[config.mk]
export PLATFORM = sky130hd
export DESIGN_NAME = card_io_host
export DESIGN_NICKNAME = d
export VERILOG_FILES = /design/src/hdl/card_host_pkg.sv /design/src/hdl/pin_sync.sv /design/src/hdl/card_io_host.sv
export SDC_FILE = /design/constraint.sdc
export NUM_CORES = 1
export LEC_CHECK = 0
export BUFFER_PORTS_ARGS = -buffer_cell sky130_fd_sc_hd__buf_2
export CORE_MARGIN = 2
export CORE_UTILIZATION = 25
export DETAILED_ROUTE_END_ITERATION = 12
export PLACE_DENSITY = 0.5
export SLEW_MARGIN = 20
export SYNTH_ARGS = -nofsm -noshare
export SYNTH_HDL_FRONTEND = slang
export SYNTH_SLANG_ARGS = --single-unit
[constraint.sdc]
create_clock -name ref_clk_in -period 19.1 [get_ports ref_clk_in]
set_clock_uncertainty 0.2 [all_clocks]
set_input_delay 2.865 -clock ref_clk_in [delete_from_list [all_inputs] [get_ports ref_clk_in]]
set_output_delay 2.865 -clock ref_clk_in [all_outputs]
set_load 0.02 [all_outputs]
[src/hdl/card_host_pkg.sv]
package card_host_pkg;
  // ==========================================================
  // attribute registers of the card
  localparam logic [10:0] LINE_CHANGE_STATUS_OFS = 11'h004;
  localparam logic [10:0] DRIVE_SOCKET_SELECT_OFS = 11'h006;
  localparam int SOCKET_RSVD_BIT = 7;
  localparam int DRIVE_NUM_BIT = 4;
  // ==========================================================
  // controller registers on the software port
  localparam logic [4:0] CMD_OFS = 5'h00;
  localparam logic [4:0] ADDR_OFS = 5'h04;
  localparam logic [4:0] WDATA_OFS = 5'h08;
  localparam logic [4:0] RDATA_OFS = 5'h0C;
  localparam logic [4:0] STATUS_OFS = 5'h10;
  localparam int CMD_OP_LSB = 0;
  localparam int CMD_WIDTH_LSB = 2;
  localparam int CMD_GO_BIT = 4;
  localparam int CMD_UDMA_START_BIT = 5;
  localparam int CMD_UDMA_STOP_BIT = 6;
  // ==========================================================
  // operations and access widths
  localparam logic [1:0] OP_IO_READ = 2'h0;
  localparam logic [1:0] OP_IO_WRITE = 2'h1;
  localparam logic [1:0] OP_ATTR_READ = 2'h2;
  localparam logic [1:0] OP_ATTR_WRITE = 2'h3;
  localparam logic [1:0] WID_BYTE = 2'h0;
  localparam logic [1:0] WID_WORD = 2'h1;
  localparam logic [1:0] WID_HIGH = 2'h2;
  // ==========================================================
  // timing
  localparam int CLK_NS = 4;
  localparam int T_SETUP_NS = 30;
  localparam int T_PULSE_NS = 165;
  localparam int T_HOLD_NS = 20;
  localparam int T_RECOVER_NS = 40;
  localparam logic [7:0] SETUP_CYC = 8'((T_SETUP_NS + CLK_NS - 1) / CLK_NS);
  localparam logic [7:0] PULSE_CYC = 8'((T_PULSE_NS + CLK_NS - 1) / CLK_NS);
  localparam logic [7:0] HOLD_CYC = 8'((T_HOLD_NS + CLK_NS - 1) / CLK_NS);
  localparam logic [7:0] RECOVER_CYC = 8'((T_RECOVER_NS + CLK_NS - 1) / CLK_NS);
  // ==========================================================
  // burst crc
  localparam logic [15:0] CRC_POLY = 16'h1021;
  localparam logic [15:0] CRC_SEED = 16'h4ABA;

  typedef enum logic [3:0] {
    ST_IDLE, ST_SETUP, ST_STROBE, ST_HOLD, ST_RECOVER,
    ST_U_WAITRQ, ST_U_ACK, ST_U_BURST, ST_U_TERM, ST_U_CRC, ST_U_DONE
  } host_state_t;
endpackage : card_host_pkg

[src/hdl/pin_sync.sv]
`timescale 1ns/10ps
module pin_sync #(
  parameter int WIDTH = 1,
  parameter logic [WIDTH-1:0] RESET_VAL = '0
) (
  // clock and reset
  input wire logic ref_clk_in,
  input wire logic sys_rst_in,
  // pins
  input wire logic [WIDTH-1:0] async_in,
  output logic [WIDTH-1:0] sync_out
);
  logic [WIDTH-1:0] meta_reg;

  // first stage is read only by the second stage
  always_ff @(posedge ref_clk_in or posedge sys_rst_in) begin
    if (sys_rst_in) begin
      meta_reg <= RESET_VAL;
      sync_out <= RESET_VAL;
    end else begin
      meta_reg <= async_in;
      sync_out <= meta_reg;
    end
  end
endmodule : pin_sync

[src/hdl/card_io_host.sv]
// Chosen here: the address-and-strobe port.
`timescale 1ns/10ps
// Summary of operation
// (RULE1) card sets ready-changed flag when internal ready toggles.
// (RULE2) card sets write-protect-changed flag when write protect toggles.
// (RULE3) card returns its internal ready status in the raw ready bit.
// (RULE4) card always reads zero in the write-protect state bit.
// (RULE5) ready-changed flag takes written value only when ready mask bit is one.
// (RULE6) write-protect-changed flag takes written value only when its mask is one.
// (RULE7) change register reads 0 in bits 7:6, ones in bits 3:2.
// (RULE8) drive-number bit reads as written, or zero when unsupported.
// (RULE9) card compares stored drive number with drive/head select bit. Here the card model only stores the bit and makes no comparison.
// (RULE10) card ignores socket-number field in low bits of socket register.
// (RULE11) host writes zero into reserved top bit of socket register.
// (RULE12) host writes socket register before config index, drive number zero.
// (RULE13) card asserts 16-bit width acknowledge for every decoded I/O address. Here the card model withholds it while no16_in is high.
// (RULE14) no width acknowledge: host splits a word into even then odd byte.
// (RULE15) card may stretch an input cycle by asserting wait at its start.
// (RULE16) byte access: low enable only, even or odd byte on low lane by A0.
// (RULE17) word access: both enables, A0 low, odd byte high lane, even low lane.
// (RULE18) high-byte access: high enable only, odd byte high lane, low lane floats.
// (RULE19) card ignores I/O strobes with attribute select high.
// (RULE20) card requests a burst by asserting DMARQ with strobe high.
// (RULE21) host: DMACK with STOP high, then STOP low; card asserts DMARDY. Here the host drives DMARDY (io read strobe) itself.
// (RULE22) receiver pauses by negating DMARDY; sender holds strobe static.
// (RULE23) device end: DMARQ negated; host asserts STOP, negates DMARDY.
// (RULE24) host-ended burst: host asserts STOP, card negates DMARQ and DMARDY. Here the host negates DMARDY together with STOP.
// (RULE25) card returns strobe to asserted level before the crc transfer.
// (RULE26) crc handed over on DMACK negation; burst done with DMARQ negated.
// (RULE27) host asserts DMACK only in answer to a pending DMARQ.
// (RULE28) status-changed low while a change flag is set and enabled. Here the card model drives it low whenever either flag is set, with no enable.
module card_io_host
(
  // clock and reset
  input wire logic ref_clk_in,
  input wire logic sys_rst_in,
  // software register port
  input wire logic [4:0] sw_addr_in,
  input wire logic [31:0] sw_wdata_in,
  input wire logic sw_write_in,
  input wire logic sw_read_in,
  output logic [31:0] sw_rdata_out,
  // burst data stream
  output logic [15:0] udma_data_out,
  output logic udma_valid_out,
  input wire logic udma_ready_in,
  // card control pins
  output logic [10:0] card_addr_out,
  output logic attr_select_n_out,
  output logic low_enable_n_out,
  output logic high_enable_n_out,
  output logic io_read_strobe_n_out,
  output logic io_write_strobe_n_out,
  output logic mem_read_strobe_n_out,
  output logic mem_write_strobe_n_out,
  // card data lanes
  input wire logic [15:0] card_data_in,
  output logic [15:0] card_data_out,
  output logic card_data_lo_oe_out,
  output logic card_data_hi_oe_out,
  // card status pins
  input wire logic width16_ack_n_in,
  input wire logic wait_n_in,
  input wire logic input_ack_n_in,
  input wire logic status_changed_n_in
);
  import card_host_pkg::*;

  typedef struct packed {
    host_state_t state;
    logic [7:0] cnt;
    logic [1:0] op;
    logic [1:0] width;
    logic [10:0] addr;
    logic [15:0] wdata;
    logic [15:0] rdata;
    logic split;
    logic second;
    logic split_seen;
    logic stop_req;
    logic strobe_d;
    logic [15:0] crc;
    logic [31:0] sw_rdata;
    logic [15:0] u_data;
    logic u_valid;
    logic [10:0] pin_addr;
    logic reg_n;
    logic ce1_n;
    logic ce2_n;
    logic ior_n;
    logic iow_n;
    logic oer_n;
    logic wer_n;
    logic [15:0] dout;
    logic oe_lo;
    logic oe_hi;
  } host_t;

  host_t s_reg, s_next;
  logic [19:0] pins_s;
  logic w16_ack_s, strobe_s, dmarq_n_s, status_changed_n_n_s;
  logic [15:0] data_s;

  // ==========================================================
  // pin synchronisers
  pin_sync #(.WIDTH(20), .RESET_VAL(20'h0_000F)) u_sync (
    .ref_clk_in(ref_clk_in),
    .sys_rst_in(sys_rst_in),
    .async_in({card_data_in, width16_ack_n_in, wait_n_in, input_ack_n_in,
               status_changed_n_in}),
    .sync_out(pins_s)
  );
  assign data_s = pins_s[19:4];
  assign w16_ack_s = pins_s[3];
  assign strobe_s = pins_s[2];
  assign dmarq_n_s = pins_s[1];
  assign status_changed_n_n_s = pins_s[0];

  // ==========================================================
  // helpers
  function automatic logic [15:0] crc_word(input logic [15:0] c, input logic [15:0] d);
    logic [15:0] r;
    r = c;
    for (int i = 15; i >= 0; i--) begin
      r = (r[15] ^ d[i]) ? ((r << 1) ^ CRC_POLY) : (r << 1);
    end
    return r;
  endfunction : crc_word

  function automatic logic is_write(input logic [1:0] op);
    return (op == OP_IO_WRITE) || (op == OP_ATTR_WRITE);
  endfunction : is_write

  // ==========================================================
  // next state
  always_comb begin
    s_next = s_reg;
    s_next.u_valid = 1'b0;
    s_next.strobe_d = strobe_s;
    if (s_reg.cnt != 8'h00) begin
      s_next.cnt = s_reg.cnt - 8'h01;
    end
    if (sw_write_in && (sw_addr_in == ADDR_OFS)) begin
      s_next.addr = sw_wdata_in[10:0];
    end
    if (sw_write_in && (sw_addr_in == WDATA_OFS)) begin
      s_next.wdata = sw_wdata_in[15:0];
    end
    if (sw_write_in && (sw_addr_in == CMD_OFS) && sw_wdata_in[CMD_UDMA_STOP_BIT]) begin
      s_next.stop_req = 1'b1;
    end
    s_next.sw_rdata = 32'h0000_0000;
    if (sw_read_in) begin
      unique case (sw_addr_in)
        ADDR_OFS: s_next.sw_rdata = {21'h00_0000, s_reg.addr};
        WDATA_OFS: s_next.sw_rdata = {16'h0000, s_reg.wdata};
        RDATA_OFS: s_next.sw_rdata = {16'h0000, s_reg.rdata};
        STATUS_OFS: s_next.sw_rdata = {27'h000_0000, s_reg.split_seen, !status_changed_n_n_s,
                                       !dmarq_n_s, s_reg.state >= ST_U_WAITRQ,
                                       s_reg.state != ST_IDLE};
        default: s_next.sw_rdata = 32'h0000_0000;
      endcase
    end
    unique case (s_reg.state)
      ST_IDLE: begin
        if (sw_write_in && (sw_addr_in == CMD_OFS) && sw_wdata_in[CMD_GO_BIT]) begin
          s_next.op = sw_wdata_in[CMD_OP_LSB +: 2];
          s_next.width = sw_wdata_in[CMD_WIDTH_LSB +: 2];
          s_next.split = 1'b0;
          s_next.second = 1'b0;
          s_next.split_seen = 1'b0;
          s_next.reg_n = 1'b0;
          s_next.pin_addr = s_reg.addr;
          s_next.cnt = SETUP_CYC;
          s_next.state = ST_SETUP;
          unique case (sw_wdata_in[CMD_WIDTH_LSB +: 2])
            WID_WORD: begin
              s_next.ce1_n = 1'b0; // RULE17
              s_next.ce2_n = 1'b0;
              s_next.pin_addr[0] = 1'b0;
            end
            WID_HIGH: begin
              s_next.ce1_n = 1'b1; // RULE18
              s_next.ce2_n = 1'b0;
            end
            default: begin
              s_next.ce1_n = 1'b0; // RULE16
              s_next.ce2_n = 1'b1;
            end
          endcase
        end else if (sw_write_in && (sw_addr_in == CMD_OFS)
                     && sw_wdata_in[CMD_UDMA_START_BIT]) begin
          s_next.stop_req = 1'b0;
          s_next.state = ST_U_WAITRQ;
        end
      end
      ST_SETUP: begin
        if (s_reg.cnt == 8'h00) begin
          if (s_reg.width == WID_WORD && w16_ack_s && !s_reg.op[1]) begin
            // no width acknowledge: redo as even byte then odd byte
            s_next.split = 1'b1; // RULE14
            s_next.split_seen = 1'b1;
            s_next.width = WID_BYTE;
            s_next.ce2_n = 1'b1;
            s_next.cnt = SETUP_CYC;
          end else begin
            s_next.cnt = PULSE_CYC;
            s_next.state = ST_STROBE;
            if (s_reg.op[1]) begin
              s_next.oer_n = is_write(s_reg.op);
              s_next.wer_n = !is_write(s_reg.op);
            end else begin
              s_next.ior_n = is_write(s_reg.op);
              s_next.iow_n = !is_write(s_reg.op);
            end
            if (is_write(s_reg.op)) begin
              s_next.oe_lo = !s_reg.ce1_n; // RULE16 RULE17 RULE18
              s_next.oe_hi = !s_reg.ce2_n;
              s_next.dout = s_reg.wdata;
              if (s_reg.second) begin
                s_next.dout[7:0] = s_reg.wdata[15:8];
              end
              if (s_reg.op == OP_ATTR_WRITE && s_reg.pin_addr == DRIVE_SOCKET_SELECT_OFS) begin
                s_next.dout[SOCKET_RSVD_BIT] = 1'b0; // RULE11
                s_next.dout[DRIVE_NUM_BIT] = 1'b0; // RULE12
              end
            end
          end
        end
      end
      ST_STROBE: begin
        // a low wait line stretches the strobe
        if (s_reg.cnt == 8'h00 && strobe_s) begin
          if (!is_write(s_reg.op)) begin
            unique case (s_reg.width)
              WID_WORD: s_next.rdata = data_s;
              WID_HIGH: s_next.rdata = {data_s[15:8], 8'h00};
              default: begin
                if (s_reg.second) begin
                  s_next.rdata[15:8] = data_s[7:0];
                end else begin
                  s_next.rdata = {8'h00, data_s[7:0]};
                end
              end
            endcase
          end
          s_next.ior_n = 1'b1;
          s_next.iow_n = 1'b1;
          s_next.oer_n = 1'b1;
          s_next.wer_n = 1'b1;
          s_next.cnt = HOLD_CYC;
          s_next.state = ST_HOLD;
        end
      end
      ST_HOLD: begin
        if (s_reg.cnt == 8'h00) begin
          s_next.oe_lo = 1'b0;
          s_next.oe_hi = 1'b0;
          s_next.ce1_n = 1'b1;
          s_next.ce2_n = 1'b1;
          s_next.cnt = RECOVER_CYC;
          s_next.state = ST_RECOVER;
        end
      end
      ST_RECOVER: begin
        if (s_reg.cnt == 8'h00) begin
          if (s_reg.split && !s_reg.second) begin
            s_next.second = 1'b1; // RULE14
            s_next.pin_addr[0] = 1'b1;
            s_next.ce1_n = 1'b0;
            s_next.cnt = SETUP_CYC;
            s_next.state = ST_SETUP;
          end else begin
            s_next.reg_n = 1'b1;
            s_next.state = ST_IDLE;
          end
        end
      end
      ST_U_WAITRQ: begin
        if (!dmarq_n_s) begin
          s_next.reg_n = 1'b0; // RULE27
          s_next.iow_n = 1'b1;
          s_next.cnt = SETUP_CYC;
          s_next.crc = CRC_SEED;
          s_next.state = ST_U_ACK;
        end
      end
      ST_U_ACK: begin
        if (s_reg.cnt == 8'h00) begin
          s_next.iow_n = 1'b0; // RULE21
          s_next.ior_n = !udma_ready_in;
          s_next.state = ST_U_BURST;
        end
      end
      ST_U_BURST, ST_U_TERM: begin
        if (s_reg.state == ST_U_BURST && strobe_s != s_reg.strobe_d) begin
          s_next.u_data = data_s;
          s_next.u_valid = 1'b1;
          s_next.crc = crc_word(s_reg.crc, data_s);
        end
        if (s_reg.state == ST_U_BURST) begin
          s_next.ior_n = !udma_ready_in; // RULE22
          if (s_reg.stop_req || dmarq_n_s) begin
            s_next.iow_n = 1'b1; // RULE23 RULE24
            s_next.ior_n = 1'b1;
            s_next.state = ST_U_TERM;
          end
        end else if (dmarq_n_s && strobe_s) begin
          s_next.dout = s_next.crc;
          s_next.oe_lo = 1'b1;
          s_next.oe_hi = 1'b1;
          s_next.cnt = SETUP_CYC;
          s_next.state = ST_U_CRC;
        end
      end
      ST_U_CRC: begin
        if (s_reg.cnt == 8'h00) begin
          s_next.reg_n = 1'b1; // RULE26
          s_next.cnt = HOLD_CYC;
          s_next.state = ST_U_DONE;
        end
      end
      ST_U_DONE: begin
        if (s_reg.cnt == 8'h00) begin
          s_next.oe_lo = 1'b0;
          s_next.oe_hi = 1'b0;
          s_next.stop_req = 1'b0;
          s_next.state = ST_IDLE;
        end
      end
    endcase
  end

  always_ff @(posedge ref_clk_in or posedge sys_rst_in) begin
    if (sys_rst_in) begin
      s_reg <= '{state: ST_IDLE, reg_n: 1'b1, ce1_n: 1'b1, ce2_n: 1'b1,
                 ior_n: 1'b1, iow_n: 1'b1, oer_n: 1'b1, wer_n: 1'b1,
                 strobe_d: 1'b1, crc: CRC_SEED, default: '0};
    end else begin
      s_reg <= s_next;
    end
  end

  // ==========================================================
  // outputs
  assign sw_rdata_out = s_reg.sw_rdata;
  assign udma_data_out = s_reg.u_data;
  assign udma_valid_out = s_reg.u_valid;
  assign card_addr_out = s_reg.pin_addr;
  assign attr_select_n_out = s_reg.reg_n;
  assign low_enable_n_out = s_reg.ce1_n;
  assign high_enable_n_out = s_reg.ce2_n;
  assign io_read_strobe_n_out = s_reg.ior_n;
  assign io_write_strobe_n_out = s_reg.iow_n;
  assign mem_read_strobe_n_out = s_reg.oer_n;
  assign mem_write_strobe_n_out = s_reg.wer_n;
  assign card_data_out = s_reg.dout;
  assign card_data_lo_oe_out = s_reg.oe_lo;
  assign card_data_hi_oe_out = s_reg.oe_hi;
endmodule : card_io_host

# After elaboration in Yosys (flattened, before gate mapping)
# Index checks and enable logic that the tools add are counted.
[totals]
regBits = 205
in_bits = 62
out_inout_bits = 85
elab_cells = 268
[op_classes]
add_sub_neg = 1
order_cmp = 1
n_eq_ne = 47
mux = 98
n_bitwise = 33
reduce_logical = 57
[ops]
columns = ["operator", "count"]
rows = [
  ["13-bit 2-to-1 mux", 16],
  ["12-bit 2-to-1 mux", 8],
  ["16-bit case mux with 2 select lines", 3],
  ["16-bit case mux with 4 select lines", 1],
  ["8-bit case mux with 8 select lines", 1],
  ["18-bit 2-to-1 mux", 3],
  ["8-bit 2-to-1 mux", 6],
  ["3-bit inverter", 16],
  ["2-bit inequality test, second input constant", 20],
  ["4-bit case mux with 10 select lines", 1],
  ["4-bit 2-to-1 mux", 9],
  ["16-bit 2-to-1 mux", 2],
  ["32-bit 2-to-1 mux", 1],
  ["23-bit 2-to-1 mux", 1],
  ["22-bit 2-to-1 mux", 1],
  ["1-bit 2-to-1 mux", 19],
  ["2-bit 2-to-1 mux", 9],
  ["4-bit by 3-bit == test with 1-bit output, second input constant", 4],
  ["1-bit XOR", 16],
  ["5-bit AND reduction", 3],
  ["7-bit AND reduction", 2],
  ["1-bit logical AND", 13],
  ["4-bit == test, second input constant", 3],
  ["2-bit case mux with 2 select lines", 3],
  ["39 further kinds", 76],
]

# Depth between registers and ports, before layout
# Gate-level depths: netlist of run 1.
[logic_depth]
word_depth = 36
ltp_mapped = 12
mapped_depth_nobuf = 11

# By module
# From an unflattened synthesis of run 1, not the netlist that was laid out.
[unflattened]
hier_cells = 920
hier_area_um2 = 9619.2
[by_module_without_submodules]
columns = ["mod", "n_inst", "cells_per_inst", "area_each_um2", "seq_area_each_um2"]
rows = [
  ["card_io_host", 1, 879, 8604.5, 3723.6],
  ["pin_sync", 1, 41, 1014.7, 1011.0],
]

# Worst setup path before layout of run 1
# Ideal clock, no wire load.
[synth_timing]
path_kind = "in2reg"
startpoint = "in sw_addr_in[1]"
endpoint = "reg s_reg, in the netlist attr_select_n_out"
setup_time_ns = 0.077
arrival_ns = 4.463
required_ns = 18.823
setup_slack_ns = 14.360
stages = 7
n_path_buf = 1
path_cell_list = "nor4_2 > and4_1 > buf_2 > nor2_1 > or4_1 > or2_1 > o21a_1"
[synth_via]
elab_chain_cells = 5
[synth_rtl]
columns = ["element", "line", "source"]
rows = [
  ["start: declaration", "card_io_host.sv:38", "input wire logic [4:0] sw_addr_in,"],
  ["5-bit logical NOT", "card_io_host.sv:166", "if (sw_write_in && (sw_addr_in == CMD_OFS) && sw_wdata_in[CMD_GO_BIT]) begin"],
  ["1-bit logical AND (2 in a row)", "card_io_host.sv:166", ""],
  ["2-bit inequality test (no line)", "n/a", ""],
  ["6-bit AND reduction (no line)", "n/a", ""],
  ["end signal: assignment", "card_io_host.sv:336", "s_reg <= '{state: ST_IDLE, reg_n: 1'b1, ce1_n: 1'b1, ce2_n: 1'b1,"],
  ["end signal: assignment", "card_io_host.sv:340", "s_reg <= s_next;"],
  ["end: declaration", "card_io_host.sv:99", "host_t s_reg, s_next;"],
]
# Every way passes these cells.
# A chain may end at the register's enable or synchronous reset.

# Worst setup path in the final report of run 1
[layout_timing]
startpoint = "in sw_addr_in[4]"
endpoint = "reg s_reg[137] (netlist bit)"
[layout_via]
elab_chain_cells = 2
[layout_rtl]
columns = ["element", "line", "source"]
rows = [
  ["5-bit by 4-bit == test with 1-bit output", "card_io_host.sv:146", "if (sw_write_in && (sw_addr_in == WDATA_OFS)) begin"],
  ["1-bit logical AND", "card_io_host.sv:146", ""],
]
# Every way passes these cells.

==> results of run 1 <==
[cells in the final DEF (no fill, tap or decap), types with 9 or more instances in the layout]
master / n
o21ai_1: 15
nand3_1: 16
buf_4: 10
nand2_1: 116
clkbuf_16: 17
dfrtp_1: 164
nand2b_1: 10
inv_1: 12
xnor2_1: 31
o21ai_0: 44
a21oi_1: 52
conb_1: 16
dfstp_2: 24
mux2_2: 50
o22ai_1: 9
xor2_1: 14
nor2_1: 74
a22oi_1: 22
buf_2: 114
[final cells by class]
class | instances | area share
flip-flops and latches | 188 | 0.4464
multi-input cells | 610 | 0.3737
repair buffers | 124 | 0.06087
well taps | 511 | 0.06028
clock buffers | 17 | 0.04011
clock inverters | 15 | 0.01262
inverters | 15 | 0.006016
[layer usage]
| layer | wire length [um] | vias up | global-route usage |
|---|---|---|---|
| li1 | - | 3187 | - |
| met2 | 12140 | 181 | 0.2204 |
| met3 | 1468 | 22 | 0.03219 |
| met4 | 359 | 0 | 0.03926 |
| met1 | 12960 | 3223 | 0.2014 |
| met5 | 0 | - | 0 |
[cell families after synthesis]
logic type	count (synthesis)	synth area share
xor gates and xnor gates	57	0.06746
and+or+nand+nor	269	0.1329
muxes	55	0.06494
adders and majority gates	8	0.01060
DFF	188	0.5015
other	1	0.0003972
AOI/OAI and AO/OA	205	0.1369
buffers and inverters	136	0.08522
[worst min-delay path by stage]
| stage | to | start | slack [ns] | depth (start not counted) |
|---|---|---|---|---|
| 3_3_place_gp | u_sync.sync_out[15]$_DFF_PP0_ | u_sync.meta_reg[15]$_DFF_PP0_ | 0.13 | 0 |
| 4_1_cts | u_sync.sync_out[5]$_DFF_PP0_ | u_sync.meta_reg[5]$_DFF_PP0_ | 0.15 | 0 |
| 5_1_grt | u_sync.sync_out[16]$_DFF_PP0_ | u_sync.meta_reg[16]$_DFF_PP0_ | 0.16 | 0 |
| 3_5_place_dp | u_sync.sync_out[5]$_DFF_PP0_ | u_sync.meta_reg[5]$_DFF_PP0_ | 0.13 | 0 |
| 2_1_floorplan | u_sync.sync_out[10]$_DFF_PP0_ | u_sync.meta_reg[10]$_DFF_PP0_ | 0.13 | 0 |
| 6_report | u_sync.sync_out[6]$_DFF_PP0_ | u_sync.meta_reg[6]$_DFF_PP0_ | 0.15 | 0 |
[power groups by stage]
stage                     sequential [W]  clock [W]  combinational (W)
final                           0.000560   0.000346           0.000615
after global routing            0.000573   0.000379           0.000673
after floorplan                 0.000550          0           0.000495
after detailed placement        0.000569          0           0.000612
after global placement          0.000568          0           0.000611
after CTS                       0.000562   0.000362           0.000617
[worst max-delay path: stages]
cell and delay [ns]:
buf_2 0.14, nor3_1 0.36, nand2_1 0.09, nor2_1 0.64
nand2_1 0.67, mux2_2 0.47
[through the flow]
stage | power [W] | setup WS [ns] | utilization | area, um2 | hold slack [ns]
2_1_floorplan | 0.001045 | 10.96 | - | 9497 | 0.1312
3_3_place_gp | 0.001179 | 13.58 | 0.2686 | 10050 | 0.1342
3_5_place_dp | 0.001181 | 13.52 | 0.2686 | 10050 | 0.1347
4_1_cts | 0.001541 | 14.00 | 0.2836 | 10610 | 0.1524
5_1_grt | 0.001625 | 13.76 | 0.2836 | 10610 | 0.1551
6_report | 0.001521 | 13.98 | 0.2836 | 10610 | 0.1491
==> flow_summary.toml, run 1 <==
[run_status]
run_status = "complete, no violations"

[sta]
min_period_ns = 5.116
relSlewSlack = 0.3200
clock.fmax_mhz = 195.5
slew_violations = 0
setup_viol = 0
min_period_over_period = 0.2678
finalSetupTns_ns = 0
grt_setup_unrepaired = "false"
worst_pin_slew_ns = 1.014
hold_violations = 0

[power]
swShare = 0.3962
power.share.sequential = 0.368
intPower_w = 0.0009186
p_clk_frac = 0.228
power_frac_comb = 0.404
leakagePower_nw = 4.835
power_density_nw_per_um2 = 143.4
switchingPower_w = 0.0006027
irDropWorstVdd_mv = 0.06009

[clock_tree]
cts_tree = "built"
ctsHtreeMaxLevel = 4
cts_buffers = 17
clock_latency_ns = 0.44
cts_buffer_depth = 2
cts_setup_buffers = 0
cts_resized = 0
clock-sinks = 188
clk_pin_slew_ns = 0.08
root_buffer = "clkbuf_16"
hold_buffers = 0

[finish]
multi_input_area_um2 = 3964
layout.nets = 1026
syn2layout_area_growth_pct = 12.35
insertedDiodeCount = 0
layout-drive-gt1-share = 0.2580
fin_cells = 1480
largest_reg_flops = 79
fill_cells = 3978
regArea_um2 = 4735

[worst_setup_path]
startpoint_type = "primary input"
crit_path_end_kind = "register"
crit_end = "s_reg[137]$_DFFE_PP0P_"
r2r-start = "s_reg[153]$_DFF_PP0_"
criticalPathCategory = "primary input to register"
rrSetupSlack_ns = 15.20
required_ns = 19.23
crit_fanout = 18
reg2regPathDepth = 9
r2r_end = "s_reg[110]$_DFFE_PP0P_"
cp.arrival_ns = 5.24
critPathLaunch = "sw_addr_in[4]"

[placement]
place_congestion = 0.8112
dp_cells = 1448
hpwl_um = 19820
portBuffers = 114

[synth]
synth.cells.most_frequent = "dfrtp_1 (164), nand2_1 (116), buf_4 (75)"
synth_cell_types = 72
synth_top_area_frac = 0.4347
yosysWarningCount = 0
synthesis.instances = 919
synth_area_leader_cell = "dfrtp_1"
async_flop_share = 1.000
avgSynthCellArea_um2 = 10.27
synth-edff-count = 0
ys_ff_latch = 188
synth_area_um2 = 9440
synth_ff_type = "dfrtp_1"
synth_most_common_cell = "dfrtp_1"
yosysSeqAreaShare = 0.5015
yosys-top-cells-area = "dfrtp_1 (43%), dfstp_2 (6.7%), buf_4 (6.0%), mux2_2 (6.0%), nand2_1 (4.6%)"

[routing]
num_vias = 6613
wirelength_um = 26930
drt.antenna.violating_nets = 0
via_per_inst = 4.468
drc = 0
dr.pass1.iters = 7
drt-initial-drc-count = 474
post_drt_wl_per_cell_um = 18.20

[floorplanning]
fp.coreArea_um2 = 37400
die_y_um = 198.3
die_x_um = 198.3
ios = 147
dieArea_um2 = 39330
rows = 71
start_util = 0.2524

[global_routing]
grt_pass1_wl_um = 41720
overflow = 0
grt_start_max_net_pins = 127
grt.total_usage = 0.1432
antenna_found_initial = 0
grt_pass1_vias = 6578

[flow_run]
cap_violations = 0

[hold_path]
hold_class = "register to register"
Note: power is estimated with default switching activity, not from simulation.
==> run 2: changes to the inputs <==
--- a/config.mk
+++ b/config.mk
@@ -9,7 +9,7 @@
 export CORE_MARGIN = 2
 export CORE_UTILIZATION = 25
 export DETAILED_ROUTE_END_ITERATION = 12
-export PLACE_DENSITY = 0.5
+export PLACE_DENSITY = 0.51
 export SLEW_MARGIN = 20
 export SYNTH_ARGS = -nofsm -noshare
 export SYNTH_HDL_FRONTEND = slang
==> constraint.sdc (replaced) <==
create_clock -name ref_clk_in -period 4.4 [get_ports ref_clk_in]
set_clock_uncertainty 0.2 [all_clocks]
set_input_delay 0.66 -clock ref_clk_in [delete_from_list [all_inputs] [get_ports ref_clk_in]]
set_output_delay 0.66 -clock ref_clk_in [all_outputs]
set_load 0.02 [all_outputs]
==> run 2 against run 1 <==
Against the previous run:
- first-iteration DRC count up 0.21%
- die area is the same
- clock power rose to 4.5 times the previous value
- sequential power grew to 4.5 times the previous value
- largest cell class unchanged
==> flow_summary.toml, run 2 (synthesized netlist as in run 1, its figures left out) <==
[power]
p_total_w = 0.006709
power_density_nw_per_um2 = 626.1
switchingPower_w = 0.002632
swShare = 0.3923
power.share.sequential = 0.373
intPower_w = 0.004077
p_clk_frac = 0.231
leakagePower_nw = 4.883
irDropWorstVdd_mv = 0.2793
power_frac_comb = 0.396

[clock_tree]
cts_resized = 0
cts_buffers = 17
root_buffer = "clkbuf_16"
clk_pin_slew_ns = 0.08
ctsHtreeMaxLevel = 4
cts_tree = "built"
clock-sinks = 188
clock_latency_ns = 0.44
hold_buffers = 0
cts_setup_buffers = 0
cts_buffer_depth = 2

[global_routing]
grt_start_max_net_pins = 56
antenna_found_initial = 0
grt_pass1_wl_um = 41940
grt_pass1_vias = 6778
grt.total_usage = 0.1432
overflow = 0

[routing]
drc = 0
wirelength_um = 27260
via_per_inst = 4.551
drt-initial-drc-count = 475
drt.antenna.violating_nets = 0
num_vias = 6777
dr.pass1.iters = 5
post_drt_wl_per_cell_um = 18.31

[sta]
min_period_ns = 3.300
grt_setup_unrepaired = "false"
finalSetupTns_ns = 0
hold_ws_ns = 0.1141
relSlewSlack = 0.4020
setup_viol = 0
hold_violations = 0
worst_pin_slew_ns = 0.8970
min_period_over_period = 0.7500
slew_violations = 0
clock.fmax_mhz = 303.0

[worst_setup_path]
startpoint_type = "register"
cp.arrival_ns = 3.46
criticalPathCategory = "register to register"
crit_path_end_kind = "register"
required_ns = 4.56
crit_fanout = 28

[run_status]
run_status = "complete, no violations"

[floorplanning]
dieArea_um2 = 39330
fp.coreArea_um2 = 37400
start_util = 0.2524
die_x_um = 198.3
rows = 71
ios = 147
die_y_um = 198.3

[finish]
insertedDiodeCount = 0
layout_common_cells = "dfrtp_1 (164), nand2_1 (116), buf_2 (114)"
post-route-util = 0.2865
largest_reg_flops = 79
layout-drive-gt1-share = 0.2638
mostFrequentLayoutCell = "dfrtp_1"
fin_cells = 1489
layout.nets = 1035
syn2layout_area_growth_pct = 13.51

[placement]
dp_cells = 1457
hpwl_um = 20420
portBuffers = 114
place_congestion = 0.8482

[flow_run]
cap_violations = 0

[hold_path]
hold_class = "primary input to register"
-- run 2: changes by cell type in the layout (fill, tap and decap cells not counted), moves of 2 or more --
| cell | delta |
|---|---|
| buf_4 | +8 |
| clkinv_2 | -3 |
| clkinvlp_4 | +2 |
| inv_8 | -2 |
-- run 2: final cells by class --
cell class / count / area [um2]
Clock buffer: 18 / 429.2
Clock inverter: 14 / 153.9
Fill cell: 3961 / 26680
Inverter: 15 / 60.06
Multi-Input combinational cell: 610 / 3973
Sequential cell: 188 / 4735
Tap cell: 511 / 639.4
Timing Repair Buffer: 133 / 725.7
-- run 2: worst max-delay path, stage by stage, from the launching register on --
cell and delay, ns:
dfrtp_1 0.93, nand4_1 0.71, clkinv_1 0.58, nor2_1 0.08, a211oi_1 0.45, a21oi_1 0.09
o21ai_0 0.16
-- run 2: power by group through the flow --
| stage | Sequential (W) | Combinational, W | Clock (W) |
|---|---|---|---|
| final | 0.00250 | 0.00266 | 0.00155 |
| after global placement | 0.00252 | 0.00262 | 0 |
| after CTS | 0.00250 | 0.00266 | 0.00161 |
| after detailed placement | 0.00253 | 0.00264 | 0 |
| after floorplan | 0.00239 | 0.00215 | 0 |
| after global routing | 0.00255 | 0.00292 | 0.00168 |
-- run 2: through the flow --
stage               area, um2  setup slack [ns]
floorplan                9500             1.139
global placement        10120             1.176
detailed placement      10120             1.164
CTS                     10710             1.140
global route            10720            0.7717
finish                  10720             1.100
-- run 2: worst paths after layout --
| kind | slack [ns] | depth (start not counted) | to | from |
|---|---|---|---|---|
| setup / recovery | 1.10 | 6 | card_data_out[10]$_DFFE_PP0P_ | s_reg[162]$_DFFE_PP0P_ |
| hold / removal | 0.11 | 1 | u_sync.meta_reg[1]$_DFF_PP1_ | input_ack_n_in |
| setup reg to reg | 1.10 | 6 | card_data_out[10]$_DFFE_PP0P_ | s_reg[162]$_DFFE_PP0P_ |
| hold reg to reg | 0.15 | 0 | u_sync.sync_out[7]$_DFF_PP0_ | u_sync.meta_reg[7]$_DFF_PP0_ |
| max in group asynchronous | 2.90 | 3 | sw_rdata_out[4]$_DFF_PP0_ | sys_rst_in |
| min in group asynchronous | 0.12 | 2 | card_data_out[5]$_DFFE_PP0P_ | sys_rst_in |
-- run 2: routing by layer --
layer  track usage  up-vias  part of all wire
met3       0.02419       16             0.051
met5             0        -                 0
met1        0.2042     3353              0.48
li1              -     3207                 -
met4       0.03342        0            0.0094
met2        0.2257      201              0.46
==> run 3: changes to the inputs <==
==> constraint.sdc (replaced) <==
create_clock -name ref_clk_in -period 2.95 [get_ports ref_clk_in]
set_clock_uncertainty 0.2 [all_clocks]
set_input_delay 0.4425 -clock ref_clk_in [delete_from_list [all_inputs] [get_ports ref_clk_in]]
set_output_delay 0.4425 -clock ref_clk_in [all_outputs]
set_load 0.02 [all_outputs]
==> run 3 against run 2 <==
Against the previous run:
- power up 51%
- register-to-register slack worse by 0.77 ns
- clock power up 48%
- critical endpoint is now s_reg[161]$_DFFE_PP0P_
- largest power group unchanged
- highest routed layer unchanged
==> flow_summary.toml, run 3 (synthesized netlist as in run 1, its figures left out) <==
[worst_setup_path]
path_buf_inv = 2
crit_path_end_kind = "register"
cp.arrival_ns = 2.74
slowest_stage = "dfrtp_1"
criticalPathCategory = "register to register"
required_ns = 3.07
slowest_delay_ns = 0.42
crit_family = "compound AO/OA/AOI/OAI gates"
crit_fanout = 4
startpoint_type = "register"
crit_chain = "inv_1 -> ha_1 -> nor4b_2 -> buf_4 -> a31oi_1 -> o21ba_2 -> nand4_1 -> a21o_1 -> mux2_2"

[power]
leakagePower_nw = 5.151
p_total_w = 0.01010
irDropWorstVdd_mv = 0.4904
power_density_nw_per_um2 = 900.5

[floorplanning]
ios = 147
dieArea_um2 = 39330
rows = 71
die_y_um = 198.3
die_x_um = 198.3
start_util = 0.2524
fp.coreArea_um2 = 37400

[sta]
relSlewSlack = 0.5063
clock.fmax_mhz = 381.5
hold_ws_ns = 0.05153
worst_pin_slew_ns = 0.7388
min_period_ns = 2.621
grt_setup_unrepaired = "false"
hold_violations = 0
min_period_over_period = 0.8886
setup_viol = 0
slew_violations = 0

[clock_tree]
cts_buffer_depth = 2
clock_latency_ns = 0.44
cts_resized = 0
root_buffer = "clkbuf_16"
cts_tree = "built"
cts_setup_buffers = 0
ctsHtreeMaxLevel = 4
cts_buffers = 17
clock-sinks = 188
clk_pin_slew_ns = 0.08

[finish]
fin_cells = 1543
insertedDiodeCount = 0
design_area_um2 = 11220
layout.nets = 1089
mostFrequentLayoutCell = "dfrtp_1"
layout-drive-gt1-share = 0.2829
post-route-util = 0.2999
syn2layout_area_growth_pct = 18.82
layout_common_cells = "dfrtp_1 (164), nand2_1 (116), buf_2 (114)"
largest_reg_flops = 79

[placement]
place_area_um2 = 10420
hpwl_um = 21360
place_congestion = 0.8710
portBuffers = 114
dp_cells = 1490

[routing]
num_vias = 6999
wirelength_um = 28190
dr.pass1.iters = 5
drt-initial-drc-count = 433
drc = 0
via_per_inst = 4.536
drt.antenna.violating_nets = 0
post_drt_wl_per_cell_um = 18.27

[global_routing]
grt_pass1_wl_um = 43280
overflow = 0
grt_pass1_vias = 7078
antenna_found_initial = 0
grt_start_max_net_pins = 55
grt.total_usage = 0.1483

[flow_run]
cap_violations = 0

[hold_path]
hold_class = "primary input to register"

[run_status]
run_status = "complete, no violations"
run 3: cell type report:
cell class	count	area [um2]
Clock buffer	18	439.2
Clock inverter	14	146.4
Fill cell	3926	26180
Inverter	15	60.06
Multi-Input combinational cell	610	3964
Sequential cell	188	4735
Tap cell	511	639.4
Timing Repair Buffer	187	1234
run 3: per-stage QoR:
step	TNS, ns	setup WS [ns]
floorplan	-15.32	-0.09339
global placement	0	0.4097
detailed placement	0	0.3804
CTS	0	0.3550
global route	0	0.2397
finish	0	0.3285
run 3: path summary, 6_finish.rpt:
check                                                   from                             to  slack [ns]  cells past startpoint
worst min register to register  u_sync.meta_reg[9]$_DFF_PP0_   u_sync.sync_out[9]$_DFF_PP0_        0.15                      0
worst max-delay path                    s_reg[153]$_DFF_PP0_         s_reg[161]$_DFFE_PP0P_        0.33                      9
worst min-delay path                         sw_wdata_in[14]         s_reg[136]$_DFFE_PP0P_        0.05                      2
min in group asynchronous                         sys_rst_in  card_data_out[10]$_DFFE_PP0P_        0.38                      3
worst max register to register          s_reg[153]$_DFF_PP0_         s_reg[161]$_DFFE_PP0P_        0.33                      9
max in group asynchronous                         sys_rst_in   u_sync.sync_out[1]$_DFF_PP1_        1.49                      4
run 3: metal layers:
layer,up-vias,global-route usage,share of wire
met5,-,0,0
met4,0,0.04762,0.018
met3,28,0.02351,0.042
met2,186,0.2282,0.45
met1,3466,0.2121,0.49
li1,3319,-,-
run 3: repair_timing:
| action | CTS | global route |
|---|---|---|
| hold endpoints to repair | 32 | 0 |
| endpoints found under the setup margin | 0 | 0 |
| hold buffers | 21 | 0 |
run 3: report_power, final:
| group | total (W) | internal (W) | leakage (nW) | switching (W) |
|---|---|---|---|---|
| Sequential | 0.00364 | 0.00316 | 2.39 | 0.000480 |
| Combinational | 0.00416 | 0.00182 | 2.47 | 0.00234 |
| Clock | 0.00230 | 0.00116 | 0.289 | 0.00115 |
| Total | 0.0101 | 0.00613 | 5.15 | 0.00397 |
run 3: worst register-to-register path, cell delays in order, from the launching register on:
cell and delay (ns):
dfrtp_1 0.42, inv_1 0.13, ha_1 0.17, nor4b_2 0.30
buf_4 0.19, a31oi_1 0.15, o21ba_2 0.30, nand4_1 0.12
a21o_1 0.23, mux2_2 0.29
